**src/core/ivp_regs.vh**
```
// Vector numbers, levels and widths for the vector priority block
`ifndef IVP_REGS_VH
`define IVP_REGS_VH
`define IVP_NUM_VEC      47
`define IVP_VEC_W        6
`define IVP_LVL_W        2
`define IVP_ADDR_W       21
`define IVP_VEC_ADDR_W   19
`define IVP_BASE_RESET   21'h000000
`define IVP_LVL_FIXED    2'h3
`define IVP_LVL_DBG_MIN  2'h1
`define IVP_LVL_DBG_MAX  2'h3
`define IVP_LVL_PER_MAX  2'h2
`define IVP_VEC_FIRST    6'h02
`define IVP_VEC_LAST_EXC 6'h05
`define IVP_VEC_DBG_LO   6'h06
`define IVP_VEC_DBG_HI   6'h0b
`define IVP_VEC_SW2      6'h0e
`define IVP_VEC_SW1      6'h0f
`define IVP_VEC_SW0      6'h10
`define IVP_VEC_LVD      6'h14
`define IVP_VEC_FLASH_LO 6'h16
`define IVP_VEC_FLASH_HI 6'h18
`define IVP_VEC_CAN_LO   6'h1a
`define IVP_VEC_CAN_HI   6'h1d
`define IVP_VEC_SPI_LO   6'h26
`define IVP_VEC_SPI_HI   6'h29
`define IVP_VEC_SER_LO   6'h2a
`define IVP_VEC_SER_HI   6'h2e
// Reserved vectors 0,1,8,12,13,19,25,36,37,44
`define IVP_RSV_MASK     47'h1030_0208_3103
`endif

```
**src/core/ivp_level_map.v**
```verilog
// Effective priority level of each vector from its assigned level, or fixed for vectors 0-5 and 14-16
`timescale 1ns/100ps
`default_nettype none
`include "ivp_regs.vh"
module ivp_level_map #(
	parameter NUM_VEC = `IVP_NUM_VEC
) (
	input  wire [2*NUM_VEC-1:0] levelIn,
	input  wire [NUM_VEC-1:0]   reqIn,
	output wire [2*NUM_VEC-1:0] levelOut,
	output wire [NUM_VEC-1:0]   reqOut
);
	localparam [NUM_VEC-1:0] RSV = `IVP_RSV_MASK;
	genvar i;
	generate
		for (i = 0; i < NUM_VEC; i = i + 1) begin : gLvl
			wire [1:0] asg;
			reg  [1:0] eff;
			assign asg = levelIn[2*i+1:2*i];
			always @* begin
				if (i <= 5) begin
					eff = `IVP_LVL_FIXED; // RQ6
				end else if (i <= 11) begin
					// Debug sources never drop below level one
					eff = (asg < `IVP_LVL_DBG_MIN) ? `IVP_LVL_DBG_MIN : asg; // RQ7
				end else if (i == 14) begin
					eff = 2'h2;
				end else if (i == 15) begin
					eff = 2'h1;
				end else if (i == 16) begin
					eff = 2'h0;
				end else begin
					// Clamp: peripherals cannot reach level three
					eff = (asg > `IVP_LVL_PER_MAX) ? `IVP_LVL_PER_MAX : asg; // RQ8
				end
			end
			assign levelOut[2*i+1:2*i] = eff;
			assign reqOut[i] = reqIn[i] & ~RSV[i]; // RQ5 RQ14
		end
	endgenerate
endmodule
`default_nettype wire

```
**src/core/ivp_arbiter.v**
```verilog
// Level then lowest-number arbiter over all vectors
`timescale 1ns/100ps
`default_nettype none
module ivp_arbiter #(
	parameter NUM_VEC = 47,
	parameter VEC_W   = 6
) (
	input  wire [NUM_VEC-1:0]   req,
	input  wire [2*NUM_VEC-1:0] level,
	output reg                  found,
	output reg  [VEC_W-1:0]     vecNum,
	output reg  [1:0]           vecLvl
);
	integer i;
	integer l;
	always @* begin
		found  = 1'b0;
		vecNum = {VEC_W{1'b0}};
		vecLvl = 2'h0;
		// Highest level first, then scan downward so the lowest number is taken last and wins
		for (l = 3; l >= 0; l = l - 1) begin
			for (i = NUM_VEC - 1; i >= 0; i = i - 1) begin
				if (!found && req[i] && level[2*i+:2] == l[1:0]) begin // RQ1 RQ2
					vecNum = i[VEC_W-1:0];
					vecLvl = l[1:0];
				end
			end
			if (vecNum != {VEC_W{1'b0}} || (req[0] && level[1:0] == l[1:0]))
				found = 1'b1;
		end
	end
endmodule
`default_nettype wire

```
**src/core/ivp_top.v**
```verilog
// Interrupt priority resolver and vector address generator
// What this block does
// RQ1: Higher priority levels always served first
// RQ2: Same level: smallest vector number wins
// RQ3: Fetch address is base plus offset
// RQ4: Offset is twice the vector number
// RQ5: Vectors zero and one never interrupt
// RQ6: Core exceptions two to five fixed level three
// RQ7: Debug sources take levels one to three
// RQ8: Peripheral sources take levels zero to two
// RQ9: Flash raises vectors twenty-two to twenty-four
// RQ10: CAN raises vectors twenty-six to twenty-nine
// RQ11: SPI units raise vectors thirty-eight to forty-one
// RQ12: Serial unit raises 42,43,45,46
// RQ13: Vector entry addresses only nineteen bits
// RQ14: Reserved vectors never presented as active
`timescale 1ns/100ps
`default_nettype none
`include "ivp_regs.vh"
module ivp_top #(
	parameter NUM_VEC = `IVP_NUM_VEC,
	parameter ADDR_W  = `IVP_ADDR_W
) (
	input  wire                 clk,
	input  wire                 nrst,
	input  wire [ADDR_W-1:0]    vectorBase,
	input  wire [3:0]           coreExc,
	input  wire [4:0]           dbgReq,
	input  wire [2:0]           swReq,
	input  wire                 extReqA,
	input  wire                 extReqB,
	input  wire                 lowVoltReq,
	input  wire                 clkGenReq,
	input  wire [2:0]           flashReq,
	input  wire [3:0]           canReq,
	input  wire [5:0]           gpioReq,
	input  wire [1:0]           spiUnit1Req,
	input  wire [1:0]           spiUnit0Req,
	input  wire [3:0]           serial1Req,
	input  wire [2*NUM_VEC-1:0] levelCfg,
	input  wire [1:0]           coreLevel,
	output reg                  irqValid_r,
	output reg  [5:0]           irqVec_r,
	output reg  [1:0]           irqLevel_r,
	output reg  [ADDR_W-1:0]    irqAddr_r
);
	wire [NUM_VEC-1:0]   rawReq;
	wire [NUM_VEC-1:0]   cleanReq;
	wire [2*NUM_VEC-1:0] effLvl;
	wire                 found;
	wire [5:0]           winVec;
	wire [1:0]           winLvl;
	wire [ADDR_W-1:0]    offset;
	wire [ADDR_W-1:0]    sum;

	// Request vector in table order
	assign rawReq[1:0]   = 2'h0; // RQ5
	assign rawReq[5:2]   = coreExc;
	assign rawReq[7:6]   = dbgReq[1:0];
	assign rawReq[8]     = 1'b0;
	assign rawReq[11:9]  = dbgReq[4:2];
	assign rawReq[13:12] = 2'h0;
	assign rawReq[16:14] = swReq;
	assign rawReq[17]    = extReqA;
	assign rawReq[18]    = extReqB;
	assign rawReq[19]    = 1'b0;
	assign rawReq[20]    = lowVoltReq;
	assign rawReq[21]    = clkGenReq;
	assign rawReq[24:22] = flashReq; // RQ9
	assign rawReq[25]    = 1'b0;
	assign rawReq[29:26] = canReq; // RQ10
	assign rawReq[35:30] = gpioReq;
	assign rawReq[37:36] = 2'h0;
	assign rawReq[39:38] = spiUnit1Req; // RQ11
	assign rawReq[41:40] = spiUnit0Req; // RQ11
	assign rawReq[43:42] = serial1Req[1:0]; // RQ12
	assign rawReq[44]    = 1'b0; // RQ12
	assign rawReq[46:45] = serial1Req[3:2]; // RQ12

	ivp_level_map #(
		.NUM_VEC (NUM_VEC)
	) uMap (
		.levelIn  (levelCfg),
		.reqIn    (rawReq),
		.levelOut (effLvl),
		.reqOut   (cleanReq)
	);

	ivp_arbiter #(
		.NUM_VEC (NUM_VEC),
		.VEC_W   (6)
	) uArb (
		.req    (cleanReq),
		.level  (effLvl),
		.found  (found),
		.vecNum (winVec),
		.vecLvl (winLvl)
	);

	// Two words per entry; entries only reach nineteen address bits
	assign offset = {{(ADDR_W-7){1'b0}}, winVec, 1'b0}; // RQ4
	assign sum    = vectorBase + offset; // RQ3

	// Only requests at or above the core's current mask are presented,
	// except level three which cannot be masked
	always @(posedge clk) begin
		if (!nrst) begin
			irqValid_r <= 1'b0;
			irqVec_r   <= 6'h00;
			irqLevel_r <= 2'h0;
			irqAddr_r  <= `IVP_BASE_RESET;
		end else begin
			irqValid_r <= found && (winLvl >= coreLevel ||
				winLvl == `IVP_LVL_FIXED);
			irqVec_r   <= winVec;
			irqLevel_r <= winLvl;
			irqAddr_r  <= {{(ADDR_W-`IVP_VEC_ADDR_W){1'b0}},
				sum[`IVP_VEC_ADDR_W-1:0]}; // RQ13
		end
	end
endmodule
`default_nettype wire

```
**config.mk**
```make
export PLATFORM = sky130hd
export DESIGN_NAME = ivp_top
export DESIGN_NICKNAME = d
export VERILOG_FILES = /design/src/core/ivp_level_map.v /design/src/core/ivp_arbiter.v /design/src/core/ivp_top.v
export VERILOG_INCLUDE_DIRS = /design/src /design/src/core
export SDC_FILE = /design/constraint.sdc
export NUM_CORES = 1
export LEC_CHECK = 0
export BUFFER_PORTS_ARGS = -buffer_cell sky130_fd_sc_hd__buf_2
export CORE_AREA = 2 2 79 96
export CTS_CLUSTER_DIAMETER = 40
export DETAILED_ROUTE_END_ITERATION = 8
export DIE_AREA = 0 0 81 98
export HOLD_SLACK_MARGIN = 0.12
export PLACE_DENSITY = 0.89
export SETUP_SLACK_MARGIN = 0.02
export SLEW_MARGIN = 25
export SYNTH_ARGS = -nofsm -noshare
export SYNTH_HDL_FRONTEND = slang
export SYNTH_SLANG_ARGS = --single-unit
```
**constraint.sdc**
```tcl
create_clock -name clk -period 7.74 [get_ports clk]
set_input_delay 1.548 -clock clk [delete_from_list [all_inputs] [get_ports clk]]
set_output_delay 1.548 -clock clk [all_outputs]
set_load 0.02 [all_outputs]
```
* Yosys cells after proc, flatten, opt, wreduce, memory -nomap -nowiden
Index checks and enable logic that the tools add are counted.
** Word-level totals
- Register bits after elaboration :: 30
- Input bits :: 156
** Operators by class
- Add/sub/neg operators :: 1
- $lt $le $gt $ge :: 31
- Equality and inequality tests :: 91
- Mux-type cells :: 288
- Reductions and logical operators :: 252
** Operators by type and width (count)
- $mux 6 :: 127
- $mux 2 :: 157
- $logic_and 1x1->1 :: 214
- $eq 2x2->1 const B :: 61
- $eq 2x1->1 const B :: 30
- $logic_not 2->1 :: 30
- $gt 2x2->1 const B :: 25
- $reduce_bool 6->1 :: 4
- $add 19x7->19 :: 1
- $lt 2x1->1 const B :: 5
- $mux 1 :: 4
- $logic_not 1->1 :: 3
- $ge 2x2->1 :: 1
- $logic_or 1x1->1 :: 1

* Logic depth before layout (Yosys ltp)
Gate-level depths: netlist of run 1.
- Depth after elaboration :: 149
- Mapped depth :: 19
- Mapped depth without buffers :: 19

* By module
Synthesis of run 1 repeated with hierarchy kept, for this count alone.
** Unflattened totals
- Cells, all modules :: 988
- Area total of the unflattened synthesis :: 6641.4 sq um
** By module, submodules not included
- ivp_arbiter :: times used 1, cells an instance 709, area an instance 4483.0 sq um, seq. area each 0.0 sq um
- ivp_top :: times used 1, cells an instance 136, area an instance 1282.5 sq um, seq. area each 560.5 sq um
- ivp_level_map :: times used 1, cells an instance 143, area an instance 875.8 sq um, seq. area each 0.0 sq um

* Worst setup path before layout of run 1
Ideal clock, no wire load.
- Path type :: input to register
- From :: input flashReq[2]
- To :: register irqAddr_r[15]
- Arrival time :: 5280 ps
- Data required time :: 7625 ps
- Slack :: 2345 ps
- Cell stages on the path :: 19
- Buffers on the path :: 0
- Cells stage by stage :: a222oi_1 -> nand3_2 -> a2111oi_4 -> a21oi_2 -> nor3_4 -> inv_2 -> nor3_4 -> o21ai_0 -> o21a_1 -> ha_1 -> fa_1 -> a21o_1 -> a21oi_1 -> o21bai_1 -> a21oi_1 -> nor2b_1 -> nand4_1 -> xnor2_1 -> and2_1
** Between the ends
- Cells in the longest elaborated chain, start to end :: 126
- Elaborated cells between the ends (all ways) :: 303
** Ends and longest elaborated chain
- start, declared :: RTL line ivp_top.v:34 : input wire [2:0] flashReq,
- $logic_and 1x1->1 :: RTL line ivp_arbiter.v:23 : if (!found && req[i] && level[2*i+:2] == l[1:0]) begin
- $mux 6 (16 in series) :: RTL line ivp_arbiter.v:23
- $reduce_bool 6->1 :: RTL line ivp_arbiter.v:28 : if (vecNum != {VEC_W{1'b0}} || (req[0] && level[1:0] == l[1:0]))
- $mux 1 :: RTL line ivp_arbiter.v:28
- $logic_not 1->1
- $logic_and 1x1->1 (2 in series) :: RTL line ivp_arbiter.v:23
- $mux 6 (31 in series) :: RTL line ivp_arbiter.v:23
- $reduce_bool 6->1 :: RTL line ivp_arbiter.v:28
- [... 35 more ...]
- $reduce_bool 6->1 :: RTL line ivp_arbiter.v:28
- $mux 1 :: RTL line ivp_arbiter.v:28
- $logic_not 1->1 :: RTL line ivp_arbiter.v:23
- $logic_and 1x1->1 (2 in series) :: RTL line ivp_arbiter.v:23
- $mux 6 (30 in series) :: RTL line ivp_arbiter.v:23
- $mux 6 * :: RTL line ivp_arbiter.v:23
- via uArb.vecNum[0] :: RTL line ivp_arbiter.v:11 : output reg [VEC_W-1:0] vecNum,
- $add 19x7->19 * :: RTL line ivp_top.v:102 : assign sum = vectorBase + offset;
- end signal, assigned :: RTL line ivp_top.v:111 : irqAddr_r <= `IVP_BASE_RESET;
- end signal, assigned :: RTL line ivp_top.v:117 : irqAddr_r <= {{(ADDR_W-`IVP_VEC_ADDR_W){1'b0}},
- end, declared :: RTL line ivp_top.v:45 : output reg [ADDR_W-1:0] irqAddr_r
The timed path passes the listed nets; every way through them passes the cells marked *.
A chain may end at the register's enable or synchronous reset.

* Worst setup path after layout of run 1
Same ends and word-level chain as after synthesis.

==> results of run 1 <==
routing by layer:
metal  vias up  wire, µm  global-route usage, %
met1      2061      4670                   33.7
met3        62       933                   2.87
li1       2096         -                      -
met2       269      5710                   51.7
met5         -         0                      0
met4         0       969                   22.0
cell type report:
class | count | area [µm²] | share of cell area [%]
Clock buffer | 4 | 55.1 | 1.27
Inverter | 11 | 41.3 | 0.956
Multi-Input combinational cell | 422 | 2810 | 65.2
Sequential cell | 28 | 561 | 13.0
Tap cell | 90 | 113 | 2.61
Timing Repair Buffer | 147 | 736 | 17.0
worst max-delay path: stages:
cell and delay, ns:
buf_2 0.15, a222oi_1 0.61, nand3_2 0.26, nor4_2 0.35, o21ai_1 0.26, nor3_4 0.31
inv_2 0.16, nor3_4 0.38, o21ai_0 0.23, o21a_1 0.16, ha_1 0.20, fa_1 0.42
a21o_1 0.18, a21oi_1 0.23, o21bai_1 0.09, a21oi_1 0.25, nor2b_1 0.17, nand4_1 0.14
xnor2_1 0.08, and2_1 0.15
layout by cell type (no fill, tap or decap), types with 9 or more instances in the layout:
master	count
a21oi_1	25
a22oi_1	17
and2_1	25
and3b_1	10
buf_2	147
dfxtp_1	28
inv_1	10
nand2_1	52
nand2b_1	10
nand3_1	27
nand3b_1	22
nor2_1	24
nor3_1	9
nor3b_1	25
o21ai_0	18
xnor2_1	11
path summary, 6_finish.rpt:
check / endpoint / slack, ns / cells after the start
worst min-delay path: irqAddr_r[0]$_SDFF_PN0_ / 1.49 / 2
worst max-delay path: irqAddr_r[15]$_SDFF_PN0_ / 1.58 / 20
power groups by stage:
stage	logic (µW)	registers [µW]	clock network (µW)
2_1_floorplan	117	174	0
3_3_place_gp	216	160	0
3_5_place_dp	221	160	0
4_1_cts	222	157	90.3
5_1_grt	247	158	94.6
6_report	227	157	89.5
metrics by stage:
stage	power [µW]	worst slack [ns]	hold slack [ns]
floorplan	290	2.35	1.68
global placement	376	1.59	1.76
detailed placement	381	1.44	1.77
CTS	469	1.70	1.49
global route	499	1.26	1.51
finish	473	1.58	1.49
kinds of logic after synthesis:
family,share of synthesized area (%)
AND/OR/NAND/NOR,45.8
AO/OA/AOI/OAI,28.8
flip-flops,16.3
buffers and inverters,1.96
XOR/XNOR,3.57
adder cells (fa/ha/maj),3.49
other,0.109
state kept, by name, indices dropped and copies added (netlist names):
name and cells:
irqAddr_r 19, irqVec_r 6, irqLevel_r 2, irqValid_r 1
==> run metrics, run 1 <==
total congestion overflow=0; CTS tree=done; row count=34; WL final=12.3 mm; pin count of the biggest net entering global routing=30; logic gate share of total power=48.0%; critical path arrival=6.34 ns; post-placement cell area=0.00426 mm²; remaining antenna violation count after routing=0; # nets final=778; Final Max Slew Viols=0; vias in the first global route=4150; Clock power frac=18.9%; Synth Instances=465; Gates resized, CTS repair=0; Overall Global Routing Usage=30.1%; P_leak=0.00198 µW; root buf cell=clkbuf_8; initial detailed-routing violation count=265; Setup crit end kind=flop; Worst Setup Path Type=input port to flop; Seq/Total Area, Yosys=16.3%; Final Non-Filler Cells=702; Vert. Die Dim=98 µm; core area=0.00706 mm²; clock period minus worst slack=6.16 ns; top area cells in the synthesized netlist=dfxtp_1 (16%), nand2_1 (5.7%), nor3b_1 (5.5%); share of cells above drive strength 1=28.4%; hold_buf cts=0; switching share of power=38.3%; Yosys Warn Count=0; Distinct cells, synth=68; critical path data required time=7.93 ns; Synth Flop Type=dfxtp_1; critical path launch point type=input port; Hold Fails Final Rpt=0; Initial Utilization=48.7%; sequential share of power=33.1%; Seq cells post-synth=28; IO Port Bufs=147; Yosys top cell area share=16.3%; gpl congestion=1.01; Post-DP HPWL=10.5 mm; clk slew on worst S/H paths=0.09 ns; Finished Cell Area=0.00432 mm²; clock sink count=28; Final setup viols=0; FILL cells=641; internal power=292 µW; fraction of registers with async set/reset=0%; Avg WL per Cell=17.5 µm; global-route wire length before repair=19.0 mm; top post-synthesis cells by count=nand2_1 (52), dfxtp_1 (28), nand3_1 (27); Worst-Margin Slew=0.993 ns; top-count cell post-synth=nand2_1; # placed instances=698; status=finished with violations; maximum VDD drop=0.101 mV; FMAX=162 MHz; htree depth=1; die width=81 µm; critical path launch point=flashReq[2]; CP max FO=8; Synth Cell Area=0.00344 mm²; area leader, netlist=dfxtp_1; syn avg cell area=7.39 µm²; Max Cap Viol=0; switching pwr=181 µW; Detailed Routing Iterations Pass 1=9; RSZ-0062 raised after global routing=no; Post-CTS Setup Bufs=0; Die ar.=0.00794 mm²; EDFF count, synth=0; period utilization=79.5%; initial antenna violation count=0; CTS Buf Count=3; max_slew headroom=33.1%; io pins=186; failing checks=design-rule violations; clock tree buffer depth=2; Area Growth Syn to Fin=25.6%; hold_sp=vectorBase[0]; PwrDens=109 mW/mm²; Avg Vias per Cell=6.39; Hold Path Class=input port to flop; final core utilization=61.2%; DR vias=4488; setup_tns=0 ns; Ant. Diodes=0; DRC violation count after routing=1
Power figures use the tool's default switching activity.
==> inputs of run 2 (changes only) <==
CORE_AREA = 2 2 82 100   (was 2 2 79 96)
DIE_AREA = 0 0 84 102   (was 0 0 81 98)
PLACE_DENSITY = 0.83   (was 0.89)
clock period = 5.94 ns   (was 7.74 ns; I/O delays follow)
==> run 2 against run 1 <==
The run now ends clean. Utilization fell by 3.5 points. Worst hold slack got worse by 0.36 ns. Sequential share of layout area fell by 0.14 points. Critical endpoint is now irqAddr_r[12]$_SDFF_PN0_. Largest power group unchanged. Highest routed layer unchanged.
==> run metrics, run 2 (synthesized netlist as in run 1, its figures left out) <==
max FFs per register=19; RSZ-0062 raised after global routing=no; Detailed Routing Iterations Pass 1=5; DR vias=4422; Initial Utilization=45.4%; vias in the first global route=4147; Hold Path Class=input port to flop; Overall Global Routing Usage=27.8%; Final Max Slew Viols=0; Max Cap Viol=0; root buf cell=clkbuf_8; Die ar.=0.00857 mm²; CP max FO=8; Setup crit end kind=flop; CTS tree=done; Final setup viols=0; Hold Fails Final Rpt=0; Crit-path slowest cell=a222oi_1; Avg Vias per Cell=6.22; maximum VDD drop=0.158 mV; P_leak=0.00201 µW; DRC violation count after routing=0; gpl congestion=1.03; core area=0.00758 mm²; critical path arrival=5.64 ns; FILL cells=721; PwrDens=137 mW/mm²; total power=599 µW; Largest regs=irqAddr_r: 19 flops, irqVec_r: 6 flops, irqLevel_r: 2 flops; Bufs and invs on worst path=2; critical path data required time=6.11 ns; clk slew on worst S/H paths=0.09 ns; Final WS setup=0.465 ns; hold_buf cts=0; hold_sp=vectorBase[0]; total congestion overflow=0; FMAX=183 MHz; Ant. Diodes=0; remaining antenna violation count after routing=0; WL final=12.3 mm; Worst Setup Path Type=input port to flop; critical path launch point type=input port; most frequent cells in the layout=buf_2 (147), nand2_1 (52), dfxtp_1 (28), nand3_1 (27); period utilization=92.2%; clock period minus worst slack=5.47 ns; critical path launch point=flashReq[2]; io pins=186; htree depth=1; critical path cell sequence=buf_2 -> a222oi_1 -> nand3_2 -> a2111oi_4 -> a21oi_2 -> nor3_4 -> inv_2 -> nor3_4 -> o21ai_0 -> o21a_1 -> ha_1 -> a21o_1 -> a21oi_1 -> o21bai_1 -> a21o_1 -> a21oi_1 -> and4b_1 -> xor2_1 -> and2_1; max_slew headroom=37.8%; hold endpoint=irqAddr_r[0]$_SDFF_PN0_; global-route wire length before repair=19.5 mm; Vert. Die Dim=102 µm; hold slack=1.13 ns; Avg WL per Cell=17.3 µm; Worst-Margin Slew=0.923 ns; CTS Buf Count=3; Top reg by flops=irqAddr_r; Area Growth Syn to Fin=27.0%; Place WS=0.164 ns; Post-DP HPWL=10.4 mm; status=finished clean; pin count of the biggest net entering global routing=30; IO Port Bufs=147; clock sink count=28; clock tree buffer depth=2; Top delay family on crit path=compound AO/OA/AOI/OAI gates; # nets final=786; delay of the slowest critical-path stage=0.49 ns; share of cells above drive strength 1=29.2%; initial antenna violation count=0; row count=35; most common cell after layout, fill and taps aside=buf_2; initial detailed-routing violation count=281; Hold Path Cell Cnt=2; die width=84 µm; setup_tns=0 ns
## run 2: cell type report
cell class                      count  area (µm²)  share of cell area [%]
Inverter                           11        41.3                   0.945
Tap cell                           92         115                    2.64
Multi-Input combinational cell    422        2810                    64.4
Clock buffer                        3        41.3                   0.945
Sequential cell                    28         561                    12.8
Timing Repair Buffer              155         796                    18.2
## run 2: how the worst max path moves through the flow
stage / cells past startpoint / end / slack [ns]
2_1_floorplan: 19 / irqAddr_r[15]$_SDFF_PN0_ / 0.91
5_1_grt: 18 / irqAddr_r[12]$_SDFF_PN0_ / 0.07
4_1_cts: 19 / irqAddr_r[12]$_SDFF_PN0_ / 0.39
3_5_place_dp: 19 / irqAddr_r[12]$_SDFF_PN0_ / 0.16
6_report: 19 / irqAddr_r[12]$_SDFF_PN0_ / 0.47
3_3_place_gp: 20 / irqAddr_r[15]$_SDFF_PN0_ / 0.24
## run 2: timing repair
action,in CTS,in global routing
endpoints found under the setup margin,0,2
resized for setup,0,0
buffers inserted,0,1
## run 2: per-stage QoR
| stage | cell area (µm²) | cells | utilization (%) |
|---|---|---|---|
| after floorplan | 3440 | 466 | - |
| after global placement | 4320 | 707 | 57.0 |
| after detailed placement | 4320 | 707 | 57.0 |
| after CTS | 4360 | 710 | 57.6 |
| after global routing | 4370 | 711 | 57.7 |
| final | 4370 | 711 | 57.7 |
## run 2: metal layers
layer	wire [µm]	part of all wire, %	GRT usage [%]
met4	734	6.0	16.6
met3	801	6.5	2.34
met1	4780	39	31.3
met5	0	0	0
met2	6000	49	51.4
## run 2: power by group
group          total (µW)  internal (µW)  switching [µW]
clock                97.0           45.3            51.7
combinational         297            123             174
sequential            204            201            3.35
